`src/logic/obcl_defines.svh`:
```
// Address map, reset values and field positions of the option byte store
`ifndef OBCL_DEFINES_SVH
`define OBCL_DEFINES_SVH

`define OBCL_ADDR_RDP       16'h4800
`define OBCL_ADDR_UBC       16'h4802
`define OBCL_ADDR_RSVD      16'h4807
`define OBCL_ADDR_WDG       16'h4808
`define OBCL_ADDR_OSC       16'h4809
`define OBCL_ADDR_BOR       16'h480A
`define OBCL_ADDR_BSL       16'h480B
`define OBCL_ADDR_BSH       16'h480C
`define OBCL_ADDR_RSTVEC    16'h8000

`define OBCL_RST_RDP        8'hAA
`define OBCL_RST_ZERO       8'h00
`define OBCL_RDP_OFF        8'hAA

`define OBCL_UBC_NONE       8'h00
`define OBCL_UBC_VECT       8'h01
`define OBCL_UBC_P01_RW     8'h02
`define OBCL_UBC_P02        8'h03
`define OBCL_UBC_TOP        8'hFF
`define OBCL_UBC_TOP_PAGE   8'hFE

`define OBCL_WDG_IHW        0
`define OBCL_WDG_IHALT      1
`define OBCL_WDG_WHW        2
`define OBCL_WDG_WHALT      3
`define OBCL_WDG_MASK       8'h0F
`define OBCL_OSC_FAST_LSB   0
`define OBCL_OSC_SLOW_LSB   2
`define OBCL_OSC_MASK       8'h0F
`define OBCL_BOR_EN         0
`define OBCL_BROWNOUT_THRESHOLD_LSB     1
`define OBCL_BOR_MASK       8'h0F

`define OBCL_CNT_C0         13'd1
`define OBCL_CNT_C1         13'd16
`define OBCL_CNT_C2         13'd512
`define OBCL_CNT_C3         13'd4096

`define OBCL_BL_ERASED      16'h0000
`define OBCL_VEC_ERASED     8'h00

`endif

```
`src/logic/obcl_pkg.sv`:
```
// Types shared by the option byte loader
package obcl_pkg;
    typedef enum logic [1:0] {
        OBCL_SRC_NONE,
        OBCL_SRC_ICP,
        OBCL_SRC_IAP
    } obcl_src_t;

    typedef struct packed {
        logic        readout_protect;
        logic [7:0]  boot_code_area_size;
        logic [7:0]  boot_area_last_page;
        logic        boot_area_rw_protect;
        logic        boot_area_wr_protect;
        logic        indep_dog_hw_start;
        logic        indep_dog_lowpower_stop;
        logic        window_dog_hw_start;
        logic        window_dog_halt_reset;
        logic [12:0] fast_osc_settle_count;
        logic [12:0] slow_osc_settle_count;
        logic        brownout_enable;
        logic [2:0]  brownout_threshold;
        logic        boot_to_loader;
    } obcl_cfg_t;
endpackage : obcl_pkg

```
`src/logic/obcl_wr_if.sv`:
```
// Write channel from the access arbiter to the option byte array
`timescale 1ns/1ps
`default_nettype none
interface obcl_wr_if;
    logic       we;
    logic [3:0] idx;
    logic [7:0] wdata;
    logic       in_circuit_programming;
    logic [7:0] rdata;
    logic [3:0] ridx;
    modport master (output we, output idx, output wdata, output in_circuit_programming,
                    output ridx, input rdata);
    modport store  (input we, input idx, input wdata, input in_circuit_programming,
                    input ridx, output rdata);
endinterface : obcl_wr_if
`default_nettype wire

```
`src/logic/obcl_loader.sv`:
```
// Option byte store, write arbitration and reset-time configuration latch
//
// Function
// - Option bytes live in dedicated memory
// - Programmer writes any mapped byte in IN_CIRCUIT_PROGRAMMING mode
// - IN_APPLICATION_PROGRAMMING protection and boot-size writes not applied
// - Protection off only for value AA
// - Decode boot code area size byte
// - Bit 0: independent dog hardware start
// - Bit 1: independent dog stops in halt
// - Bit 2: window dog hardware start
// - Bit 3: window dog resets on halt
// - Fast oscillator settle count 1/16/512/4096
// - Slow oscillator settle count same mapping
// - Brownout enable bit and threshold field
// - Boot select checks option and reset vector
`timescale 1ns/1ps
`default_nettype none
`include "obcl_defines.svh"
module obcl_loader #(
    parameter int NBYTES = 13
) (
    input  wire logic                core_clk_i,
    input  wire logic                rst_i,
    input  wire logic                ce_i,
    input  wire logic                icp_we_i,
    input  wire logic [15:0]         icp_addr_i,
    input  wire logic [7:0]          icp_wdata_i,
    input  wire logic                iap_we_i,
    input  wire logic [15:0]         iap_addr_i,
    input  wire logic [7:0]          iap_wdata_i,
    input  wire logic [15:0]         rd_addr_i,
    input  wire logic [7:0]          reset_vector_byte_i,
    output logic [7:0]               rd_data_o,
    output logic                     iap_busy_o,
    output logic                     cfg_valid_o,
    output obcl_pkg::obcl_cfg_t      cfg_o
);
    import obcl_pkg::*;

    localparam logic [15:0] BASE = `OBCL_ADDR_RDP;
    localparam logic [15:0] LAST = `OBCL_ADDR_BSH;

    obcl_wr_if wr ();

    logic [7:0] icp_rdp;
    logic [7:0] icp_ubc;

    obcl_store #(
        .NBYTES (NBYTES)
    ) u_store (
        .core_clk_i (core_clk_i),
        .rst_i      (rst_i),
        .ce_i       (ce_i),
        .wr         (wr),
        .icp_rdp_o  (icp_rdp),
        .icp_ubc_o  (icp_ubc)
    );

    function automatic logic in_map(input logic [15:0] a);
        in_map = (a >= BASE) && (a <= LAST) && (a != `OBCL_ADDR_RSVD)
                 && (a != BASE + 16'h0001)
                 && (a < BASE + 16'h0003 || a > BASE + 16'h0006);
    endfunction : in_map

    function automatic logic [12:0] settle(input logic [1:0] code);
        logic [12:0] n;
        n = `OBCL_CNT_C0;
        unique case (code)
            2'b00: n = `OBCL_CNT_C0;
            2'b01: n = `OBCL_CNT_C1;
            2'b10: n = `OBCL_CNT_C2;
            2'b11: n = `OBCL_CNT_C3;
        endcase
        return n;
    endfunction : settle

    // Write arbitration: programmer link wins, application write is dropped and flagged busy
    logic        icp_hit;
    logic        iap_hit;
    always_comb begin
        icp_hit  = icp_we_i && in_map(icp_addr_i);
        iap_hit  = iap_we_i && in_map(iap_addr_i);
        wr.we    = ce_i && (icp_hit || iap_hit);
        wr.in_circuit_programming   = icp_hit;
        wr.idx   = icp_hit ? 4'(icp_addr_i - BASE) : 4'(iap_addr_i - BASE);
        wr.wdata = icp_hit ? icp_wdata_i : iap_wdata_i;
    end

    always_ff @(posedge core_clk_i) begin
        if (rst_i) begin
            iap_busy_o <= 1'b0;
        end else if (ce_i) begin
            iap_busy_o <= icp_hit && iap_we_i;
        end
    end

    // Reset sequence walks the array once, then the fields freeze
    typedef enum logic [1:0] {
        OBCL_IDLE,
        OBCL_LOAD,
        OBCL_DONE
    } obcl_state_t;

    obcl_state_t state_r;
    obcl_state_t state_nxt;
    logic [3:0]  ptr_r;
    logic [7:0]  img_r [NBYTES];

    always_comb begin
        state_nxt = state_r;
        unique case (state_r)
            OBCL_IDLE: state_nxt = OBCL_LOAD;
            OBCL_LOAD: begin
                if (ptr_r == 4'(NBYTES - 1)) begin
                    state_nxt = OBCL_DONE;
                end
            end
            OBCL_DONE: state_nxt = OBCL_DONE;
            default:   state_nxt = OBCL_IDLE;
        endcase
    end

    always_ff @(posedge core_clk_i) begin
        if (rst_i) begin
            state_r <= OBCL_IDLE;
        end else if (ce_i) begin
            state_r <= state_nxt;
        end
    end

    always_ff @(posedge core_clk_i) begin
        if (rst_i) begin
            ptr_r <= 4'h0;
        end else if (ce_i && state_r == OBCL_LOAD) begin
            ptr_r <= ptr_r + 4'h1;
        end
    end

    // Read port shared: loader owns it until done, then the bus reads
    always_comb begin
        if (state_r == OBCL_DONE) begin
            wr.ridx = 4'(rd_addr_i - BASE);
        end else begin
            wr.ridx = ptr_r;
        end
    end

    always_ff @(posedge core_clk_i) begin
        if (ce_i && state_r == OBCL_LOAD) begin
            img_r[ptr_r] <= wr.rdata;
        end
    end

    always_ff @(posedge core_clk_i) begin
        if (rst_i) begin
            rd_data_o <= `OBCL_RST_ZERO;
        end else if (ce_i) begin
            if (state_r == OBCL_DONE && in_map(rd_addr_i)) begin
                rd_data_o <= wr.rdata;
            end else begin
                rd_data_o <= `OBCL_RST_ZERO;
            end
        end
    end

    // Decode from the loaded image; protection fields use IN_CIRCUIT_PROGRAMMING copy
    logic [7:0] rdp_b;
    logic [7:0] ubc_b;
    logic [7:0] wdg_b;
    logic [7:0] osc_b;
    logic [7:0] bor_b;
    logic [15:0] bl_w;
    obcl_cfg_t  dec;

    always_comb begin
        rdp_b = icp_rdp;
        ubc_b = icp_ubc;
        wdg_b = img_r[4'(`OBCL_ADDR_WDG - BASE)] & `OBCL_WDG_MASK;
        osc_b = img_r[4'(`OBCL_ADDR_OSC - BASE)] & `OBCL_OSC_MASK;
        bor_b = img_r[4'(`OBCL_ADDR_BOR - BASE)] & `OBCL_BOR_MASK;
        bl_w  = {img_r[4'(`OBCL_ADDR_BSH - BASE)],
                 img_r[4'(`OBCL_ADDR_BSL - BASE)]};
        dec = '0;
        dec.readout_protect      = (rdp_b != `OBCL_RDP_OFF);
        dec.boot_code_area_size  = ubc_b;
        dec.boot_area_rw_protect = (ubc_b == `OBCL_UBC_P01_RW);
        dec.boot_area_wr_protect = (ubc_b >= `OBCL_UBC_P02);
        if (ubc_b == `OBCL_UBC_NONE || ubc_b == `OBCL_UBC_VECT) begin
            dec.boot_area_last_page = `OBCL_UBC_NONE;
        end else if (ubc_b == `OBCL_UBC_TOP) begin
            dec.boot_area_last_page = `OBCL_UBC_TOP_PAGE;
        end else begin
            dec.boot_area_last_page = ubc_b - 8'h01;
        end
        dec.indep_dog_hw_start      = wdg_b[`OBCL_WDG_IHW];
        dec.indep_dog_lowpower_stop = wdg_b[`OBCL_WDG_IHALT];
        dec.window_dog_hw_start     = wdg_b[`OBCL_WDG_WHW];
        dec.window_dog_halt_reset   = wdg_b[`OBCL_WDG_WHALT];
        dec.fast_osc_settle_count   =
            settle(osc_b[`OBCL_OSC_FAST_LSB +: 2]);
        dec.slow_osc_settle_count   =
            settle(osc_b[`OBCL_OSC_SLOW_LSB +: 2]);
        dec.brownout_enable    = bor_b[`OBCL_BOR_EN];
        dec.brownout_threshold = bor_b[`OBCL_BROWNOUT_THRESHOLD_LSB +: 3];
        // Non-erased option, or erased vector, sends boot to the loader
        dec.boot_to_loader = (bl_w != `OBCL_BL_ERASED) ||
            (reset_vector_byte_i == `OBCL_VEC_ERASED);
    end

    // Captured once per reset; later writes wait for the next reset
    always_ff @(posedge core_clk_i) begin
        if (rst_i) begin
            cfg_valid_o <= 1'b0;
        end else if (ce_i && state_r == OBCL_LOAD &&
                     state_nxt == OBCL_DONE) begin
            cfg_valid_o <= 1'b1;
        end else if (ce_i && state_r == OBCL_DONE && !cfg_valid_o) begin
            cfg_valid_o <= 1'b0;
        end
    end

    logic cap_r;
    always_ff @(posedge core_clk_i) begin
        if (rst_i) begin
            cap_r <= 1'b0;
        end else if (ce_i) begin
            cap_r <= cfg_valid_o;
        end
    end

    always_ff @(posedge core_clk_i) begin
        if (rst_i) begin
            cfg_o <= '0;
        end else if (ce_i && cfg_valid_o && !cap_r) begin
            cfg_o <= dec;
        end
    end
endmodule : obcl_loader
`default_nettype wire

```
`src/logic/obcl_store.sv`:
```
// Non-volatile option byte array with IN_CIRCUIT_PROGRAMMING shadow copies of the RDP and UBC bytes only
`timescale 1ns/1ps
`default_nettype none
`include "obcl_defines.svh"
module obcl_store #(
    parameter int NBYTES = 13
) (
    input  wire logic  core_clk_i,
    input  wire logic  rst_i,
    input  wire logic  ce_i,
    obcl_wr_if.store   wr,
    output logic [7:0] icp_rdp_o,
    output logic [7:0] icp_ubc_o
);
    import obcl_pkg::*;

    // Separate array from program memory, survives system reset
    logic [7:0] mem_r [NBYTES];
    logic [7:0] icp_rdp_r;
    logic [7:0] icp_ubc_r;
    // Power-up value only; system reset must not re-arm it
    logic       init_r = 1'b0;

    always_ff @(posedge core_clk_i) begin
        if (ce_i) begin
            if (!init_r) begin
                for (int i = 0; i < NBYTES; i++) begin
                    mem_r[i] <= `OBCL_RST_ZERO;
                end
                mem_r[0] <= `OBCL_RST_RDP;
            end else if (wr.we) begin
                mem_r[wr.idx] <= wr.wdata;
            end
        end
    end

    // Only the power-up image clears these, so reset keeps the content
    always_ff @(posedge core_clk_i) begin
        if (ce_i) begin
            if (!init_r) begin
                icp_rdp_r <= `OBCL_RST_RDP;
                icp_ubc_r <= `OBCL_RST_ZERO;
            end else if (wr.we && wr.in_circuit_programming) begin
                if (wr.idx == 4'(`OBCL_ADDR_RDP - `OBCL_ADDR_RDP)) begin
                    icp_rdp_r <= wr.wdata;
                end
                if (wr.idx == 4'(`OBCL_ADDR_UBC - `OBCL_ADDR_RDP)) begin
                    icp_ubc_r <= wr.wdata;
                end
            end
        end
    end

    always_ff @(posedge core_clk_i) begin
        if (ce_i && !rst_i) begin
            init_r <= 1'b1;
        end
    end

    assign wr.rdata  = mem_r[wr.ridx];
    assign icp_rdp_o = icp_rdp_r;
    assign icp_ubc_o = icp_ubc_r;
endmodule : obcl_store
`default_nettype wire

```
`config.mk`:
```
export PLATFORM = sky130hd
export DESIGN_NAME = obcl_loader
export DESIGN_NICKNAME = d
export VERILOG_FILES = /design/src/logic/obcl_pkg.sv /design/src/logic/obcl_wr_if.sv /design/src/logic/obcl_loader.sv /design/src/logic/obcl_store.sv
export VERILOG_INCLUDE_DIRS = /design/src /design/src/logic
export SDC_FILE = /design/constraint.sdc
export NUM_CORES = 1
export LEC_CHECK = 0
export BUFFER_PORTS_ARGS = -buffer_cell sky130_fd_sc_hd__clkbuf_2
export CAP_MARGIN = 40
export CORE_MARGIN = 4
export CORE_UTILIZATION = 30
export DETAILED_ROUTE_END_ITERATION = 16
export PLACE_DENSITY_LB_ADDON = 0.08
export SYNTH_ARGS = -nofsm -noshare
export SYNTH_HDL_FRONTEND = slang
export SYNTH_HIERARCHICAL = 1
export SYNTH_SLANG_ARGS = --single-unit
```
`constraint.sdc`:
```
create_clock -name core_clk_i -period 3.9 [get_ports core_clk_i]
set_input_delay 0.195 -clock core_clk_i [delete_from_list [all_inputs] [get_ports core_clk_i]]
set_output_delay 0.195 -clock core_clk_i [all_outputs]
set_load 0.01 [all_outputs]
```
**Word-level counts from Yosys, hierarchy flattened**

Memory sizes are Yosys's and may differ from the RTL's. A register that Yosys moved wholly into a read port is not among the register bits.
Index checks and enable logic that the tools add are counted.

- Register bits after elaboration: 79
- Memory bits (writable): 208
- Bits of input ports: 77
- Output and inout port bits: 64
- Logic and storage cells: 120
- Memories: 2

Memories:

| memory | depth | bits a word | read ports | clocked after memory_dff | write ports | RTL line | source |
|---|---|---|---|---|---|---|---|
| img_r | 13 | 8 | 5 | 2 | 1 | obcl_loader.sv:108 | `logic [7:0] img_r [NBYTES];` |
| u_store.mem_r | 13 | 8 | 1 | 0 | 1 | obcl_store.sv:18 | `logic [7:0] mem_r [NBYTES];` |

- Add/sub/neg operators: 5
- Magnitude comparators: 13
- Eq/ne operators: 21
- Multiplexer cells: 21
- Reductions and logical operators: 42

Operators by type and width:

| cell | number |
|---|---|
| 13-bit case mux with 4 select lines | 2 |
| 16-bit by 15-bit != test with 1-bit output (second input constant) | 6 |
| 8-bit 2-to-1 mux | 8 |
| 16-bit by 15-bit greater-or-equal comparator with 1-bit output (second input constant) | 3 |
| 16-bit by 15-bit greater-than comparator with 1-bit output (second input constant) | 3 |
| 16-bit by 15-bit less-or-equal comparator with 1-bit output (second input constant) | 3 |
| 16-bit by 15-bit less-than comparator with 1-bit output (second input constant) | 3 |
| 1-bit logical AND | 24 |
| 8-bit zero test | 2 |
| 16-bit nonzero test | 1 |
| 2-bit equality test (second input constant) | 6 |
| 4-bit by 1-bit subtractor with 4-bit output (second input constant) | 3 |
| 8-bit by 1-bit equality test with 1-bit output (second input constant) | 1 |
| 8-bit by 2-bit equality test with 1-bit output (second input constant) | 1 |
| 8-bit equality test (second input constant) | 1 |
| 8-bit by 2-bit greater-or-equal comparator with 1-bit output (second input constant) | 1 |
| 4-bit 2-to-1 mux | 2 |
| 8-bit != test (second input constant) | 1 |
| 8-bit by 1-bit subtractor with 8-bit output (second input constant) | 1 |
| 1-bit 2-to-1 mux | 7 |
| 2-bit by 1-bit equality test with 1-bit output (second input constant) | 3 |
| 2-bit zero test | 3 |
| 1-bit logical OR | 6 |
| 2-bit case mux with 3 select lines | 1 |
| other kinds (8) | 10 |

**Logic depth before layout (Yosys ltp)**

- Depth in word-level cells: 11
- Mapped depth: 11

**Hierarchy**

The synthesis kept the hierarchy.

By module, submodules not included:

| module | instances | cells an instance | area each (um^2) | sequential area each (um^2) |
|---|---|---|---|---|
| obcl_store | 1 | 205 | 4570.6 | 3603.5 |
| obcl_loader | 1 | 368 | 3678.5 | 1901.8 |

**Least setup slack after synthesis**

Ideal clock, no wire load.

- Kind: input-to-reg
- From: in icp_addr_i[4]
- To: reg u_store.icp_rdp_r[0] (netlist: u_store/icp_rdp_o[0]), enable pin
- Arrival time: 2.582 ns
- Data required time: 3.505 ns
- Setup slack: 0.923 ns
- Stages: 8
- Cell sequence: nor4b_1 -> o2111ai_2 -> buf_6 -> a21boi_0 -> nand2_1 -> or3_1 -> clkbuf_1 -> nor4_1

- Word-level cells in the longest chain between the ends: 10

RTL lines:

| what | RTL line | source |
|---|---|---|
| from (decl) | obcl_loader.sv:27 | `input wire logic [15:0] icp_addr_i,` |
| 16-bit by 15-bit greater-or-equal comparator with 1-bit output or 16-bit by 15-bit less-or-equal comparator with 1-bit output (tied branches) | obcl_loader.sv:61 | `` in_map = (a >= BASE) && (a <= LAST) && (a != `OBCL_ADDR_RSVD) `` |
| 1-bit logical AND (3 in a row) | obcl_loader.sv:61 |  |
| 1-bit logical AND * | obcl_loader.sv:61 |  |
| 1-bit logical AND * | obcl_loader.sv:82 | `icp_hit = icp_we_i && in_map(icp_addr_i);` |
| 1-bit logical OR * | obcl_loader.sv:84 | `wr.we = ce_i && (icp_hit \|\| iap_hit);` |
| 1-bit logical AND * | obcl_loader.sv:84 |  |
| named net wr.we | obcl_wr_if.sv:5 | `logic we;` |
| 1-bit logical AND * | obcl_store.sv:43 | `end else if (wr.we && wr.in_circuit_programming) begin` |
| 3-bit AND reduction (no line) * | - |  |
| to (signal assigned) | obcl_store.sv:41 | `` icp_rdp_r <= `OBCL_RST_RDP; `` |
| to (signal assigned) | obcl_store.sv:45 | `icp_rdp_r <= wr.wdata;` |
| to (decl) | obcl_store.sv:19 | `logic [7:0] icp_rdp_r;` |

The timed path passes the listed nets; every way through them passes the cells marked *.
A chain may end at the register's enable or synchronous reset.

**Worst setup path in the final report**

- From: reg state_r[1]
- To: reg rd_data_o[5]

- Word-level cells in the longest chain between the ends: 4

RTL lines:

| what | RTL line | source |
|---|---|---|
| from (decl) | obcl_loader.sv:105 | `obcl_state_t state_r;` |
| from (signal assigned) | obcl_loader.sv:128 | `state_r <= state_nxt;` |
| 2-bit equality test | obcl_loader.sv:142 | `if (state_r == OBCL_DONE) begin` |
| 4-bit 2-to-1 mux | obcl_loader.sv:142 |  |
| named net wr.ridx[1] | obcl_wr_if.sv:10 | `logic [3:0] ridx;` |
| memory 13 x 8 bit | - |  |
| named net wr.rdata[5] | obcl_wr_if.sv:9 | `logic [7:0] rdata;` |
| 8-bit 2-to-1 mux | obcl_loader.sv:159 | `if (state_r == OBCL_DONE && in_map(rd_addr_i)) begin` |
| to (signal assigned) | obcl_loader.sv:157 | `` rd_data_o <= `OBCL_RST_ZERO; `` |
| to (signal assigned) | obcl_loader.sv:160 | `rd_data_o <= wr.rdata;` |
| to (signal assigned) | obcl_loader.sv:162 | `` rd_data_o <= `OBCL_RST_ZERO; `` |
| to (decl) | obcl_loader.sv:34 | `output logic [7:0] rd_data_o,` |

The timed path passes the listed nets, and every way through them passes these cells.

==> flow_summary.json <==
{
  "cts_root_buffer": "clkbuf_16",
  "clockPowerShare": 0.440,
  "hp-class": "input port to flop",
  "setup_viol": 0,
  "synth.distinct_cells": 60,
  "drt_wl_total_mm": 19.4,
  "totalPowerFinal_w": 0.00442,
  "viasPerCell": 4.73,
  "num_vias": 5044,
  "irDropWorstVdd_mv": 0.242,
  "post_cts_buffers": 0,
  "endpoint_kind": "flop",
  "finalHoldViolations": 0,
  "cpPeakStageDelay_ps": 510,
  "yosys_most_used_dff": "edfxtp_1",
  "dp_hpwl_mm": 14.0,
  "start_util": 0.305,
  "fin_tns_setup_ps": 0,
  "yosysWarningCount": 6,
  "grt_use_total": 0.126,
  "avgSynthCellArea_um2": 14.4,
  "cts_sinks": 201,
  "antenna_cells": 0,
  "drt-pass1-iter-count": 4,
  "p_comb_frac": 0.041,
  "async_flop_share": 0,
  "seqPwrFrac": 0.519,
  "antenna_left": 0,
  "synth_edf_count": 148,
  "ctsHoldBuffers": 0,
  "fp.dieW_um": 174,
  "final_net_count": 795,
  "path_buf_inv": 1,
  "period_minus_slack_ps": 2760,
  "gp_congestion": 0.761,
  "numCtsBuffers": 22,
  "critPathArrivalTime_ps": 3120,
  "cts.path.max_buffers": 3,
  "grt_pass1_wl_mm": 30.3,
  "synth_seq_cells": 201,
  "max_cap_violations": 0,
  "status": "finished, final reports clean",
  "crit_path_start_kind": "flop",
  "clkTransAtPathRegs_ps": 60,
  "rsz0062_at_grt": "false",
  "internal-power_w": 0.00353,
  "p_per_area_nw_per_um2": 447,
  "cp.required_ps": 4260,
  "syn_area_um2": 8250,
  "cp_cell_sequence": "nor2b_1 > nand2_1 > o21ai_2 > buf_4 > mux4_2 > o22ai_1 > a21oi_1 > nand4_1 > o21ai_1",
  "antenna_found_initial": 0,
  "max_freq_ghz": 0.362,
  "num_io_pins": 141,
  "port_buffers": 122,
  "setup.worst_path.class": "flop to flop",
  "relSlewSlack": 0.446,
  "overflow": 0,
  "die_area_um2": 30200,
  "drcViolationCount": 0,
  "cpMaxStageDelayCell": "mux4_2",
  "drtIter0Drc": 298,
  "grt_pass1_vias": 5220,
  "nFillCells": 2597,
  "skew_ps": 7.49,
  "drive_above_1_share": 0.292,
  "area_growth_syn_to_layout_pct": 19.9,
  "switchingPower_w": 0.000896,
  "worstMarginPinSlew_ps": 831,
  "cts_resized": 0,
  "syn-instance-count": 573,
  "dieHeight_um": 174,
  "fp.coreArea_um2": 27000,
  "switching_share": 0.203,
  "worst-path-max-fanout": 10,
  "wl_per_cell_um": 18.2,
  "grt_max_degree": 43,
  "htreeDepth": 1,
  "placementRows": 60,
  "p_leak_nw": 3.49,
  "slew_violations": 0,
  "post-route-period-util": 0.708,
  "cts_tree": "done",
  "path_delay_family": "compound AO/OA/AOI/OAI gates",
  "ys_seq_area_frac": 0.667,
  "clk_latency_ps": 490
}
## final timing paths
path,start,to,slack [ps],cells after the start
hold / removal,iap_we_i,iap_busy_o$_SDFFE_PP0P_,10,3
hold reg to reg,rd_data_o[6]$_SDFFE_PP0P_,rd_data_o[6]$_SDFFE_PP0P_,440,2
setup reg to reg,state_r[1]$_SDFFE_PP0P_,rd_data_o[5]$_SDFFE_PP0P_,1140,9
setup / recovery,state_r[1]$_SDFFE_PP0P_,rd_data_o[5]$_SDFFE_PP0P_,1140,9
## synth_stat cells (8+ instances only)
| cell | n | share of area |
|---|---|---|
| edfxtp_1 | 148 | 0.54 |
| nand2_1 | 54 | 0.025 |
| dfxtp_1 | 53 | 0.13 |
| a21oi_1 | 39 | 0.024 |
| nor2_1 | 35 | 0.016 |
| buf_4 | 20 | 0.018 |
| mux4_2 | 16 | 0.044 |
| clkbuf_1 | 14 | 0.0064 |
| mux2_2 | 14 | 0.019 |
| nand4_1 | 12 | 0.0091 |
| nor3_1 | 12 | 0.0073 |
| mux2i_1 | 10 | 0.012 |
| inv_1 | 9 | 0.0041 |
| ha_1 | 8 | 0.012 |
| mux4_1 | 8 | 0.025 |
| nor4_1 | 8 | 0.0061 |
| o21ai_1 | 8 | 0.0049 |
| o22ai_1 | 8 | 0.0061 |
## sequential cells by signal (all words and copies together), names as in the netlist
signal / flops
u_store/mem_r: 104
cfg_o: 36
img_r: 28
rd_data_o: 8
u_store/icp_rdp_o: 8
u_store/icp_ubc_o: 8
ptr_r: 4
state_r: 2
cap_r: 1
cfg_valid_o: 1
iap_busy_o: 1
## layer usage
metal / up-vias / global-route usage / wire length (um)
li1: 2424 / - / -
met2: 167 / 0.207 / 9070
met4: 0 / 0.0313 / 371
met5: - / 0 / 0
met3: 25 / 0.0227 / 1120
met1: 2428 / 0.175 / 8840
## power groups by stage
stage                     combinational, W  clock, W  sequential, W
after global placement            0.000184         0        0.00234
after CTS                         0.000187   0.00201        0.00230
final                             0.000182   0.00195        0.00230
after floorplan                   0.000112         0        0.00234
after global routing              0.000204   0.00210        0.00229
after detailed placement          0.000186         0        0.00234
## metrics by stage
| stage | hold WS [ps] | instance area (um2) | worst slack [ps] | utilization | cells |
|---|---|---|---|---|---|
| finish | 14.7 | 9890 | 1140 | 0.366 | 1067 |
| global route | 45.2 | 9890 | 861 | 0.366 | 1067 |
| CTS | 6.55 | 9890 | 1080 | 0.366 | 1067 |
| detailed placement | 439 | 9210 | 620 | 0.341 | 1027 |
| global placement | 441 | 9190 | 851 | 0.340 | 1026 |
| floorplan | 342 | 8310 | 923 | - | 590 |
## cell type report
class / count / area, um2 / area share
well taps: 341 / 427 / 0.0431
multi-input cells: 337 / 2490 / 0.252
inverters: 9 / 33.8 / 0.00342
clock inverters: 10 / 72.6 / 0.00734
flip-flops and latches: 201 / 5510 / 0.557
repair buffers: 139 / 746 / 0.0754
clock buffers: 30 / 612 / 0.0619
## cell families after synthesis
family,share of synthesized area
AOI/OAI and AO/OA,0.0599
xor gates and xnor gates,0.00955
adders and majority gates,0.0133
buffers and inverters,0.0388
DFF,0.667
muxes,0.100
other,0.000455
and+or+nand+nor,0.110
## tightest hold or removal path, cell delays in order
cell and delay (ps):
clkbuf_2 90, nand2_1 100, o31ai_1 70
## placed cells by master, fill, tap and decap left out, types with 5 or more instances in the layout
master,synthesis,routed
a21oi_1,39,39
and3_1,7,7
buf_4,20,16
clkbuf_1,14,6
clkbuf_16,0,23
clkbuf_2,0,122
conb_1,1,18
dfxtp_1,53,53
edfxtp_1,148,148
ha_1,8,8
inv_1,9,9
mux2_2,14,14
mux2i_1,10,10
mux4_1,8,8
mux4_2,16,16
nand2_1,54,54
nand2b_1,6,6
nand3_1,5,5
nand3b_1,5,5
nand4_1,12,12
nor2_1,35,35
nor3_1,12,12
nor3b_1,5,5
nor4_1,8,8
o21ai_1,8,8
o22ai_1,8,8
xor2_1,5,5
No activity file was read; power rests on OpenSTA's default activity.
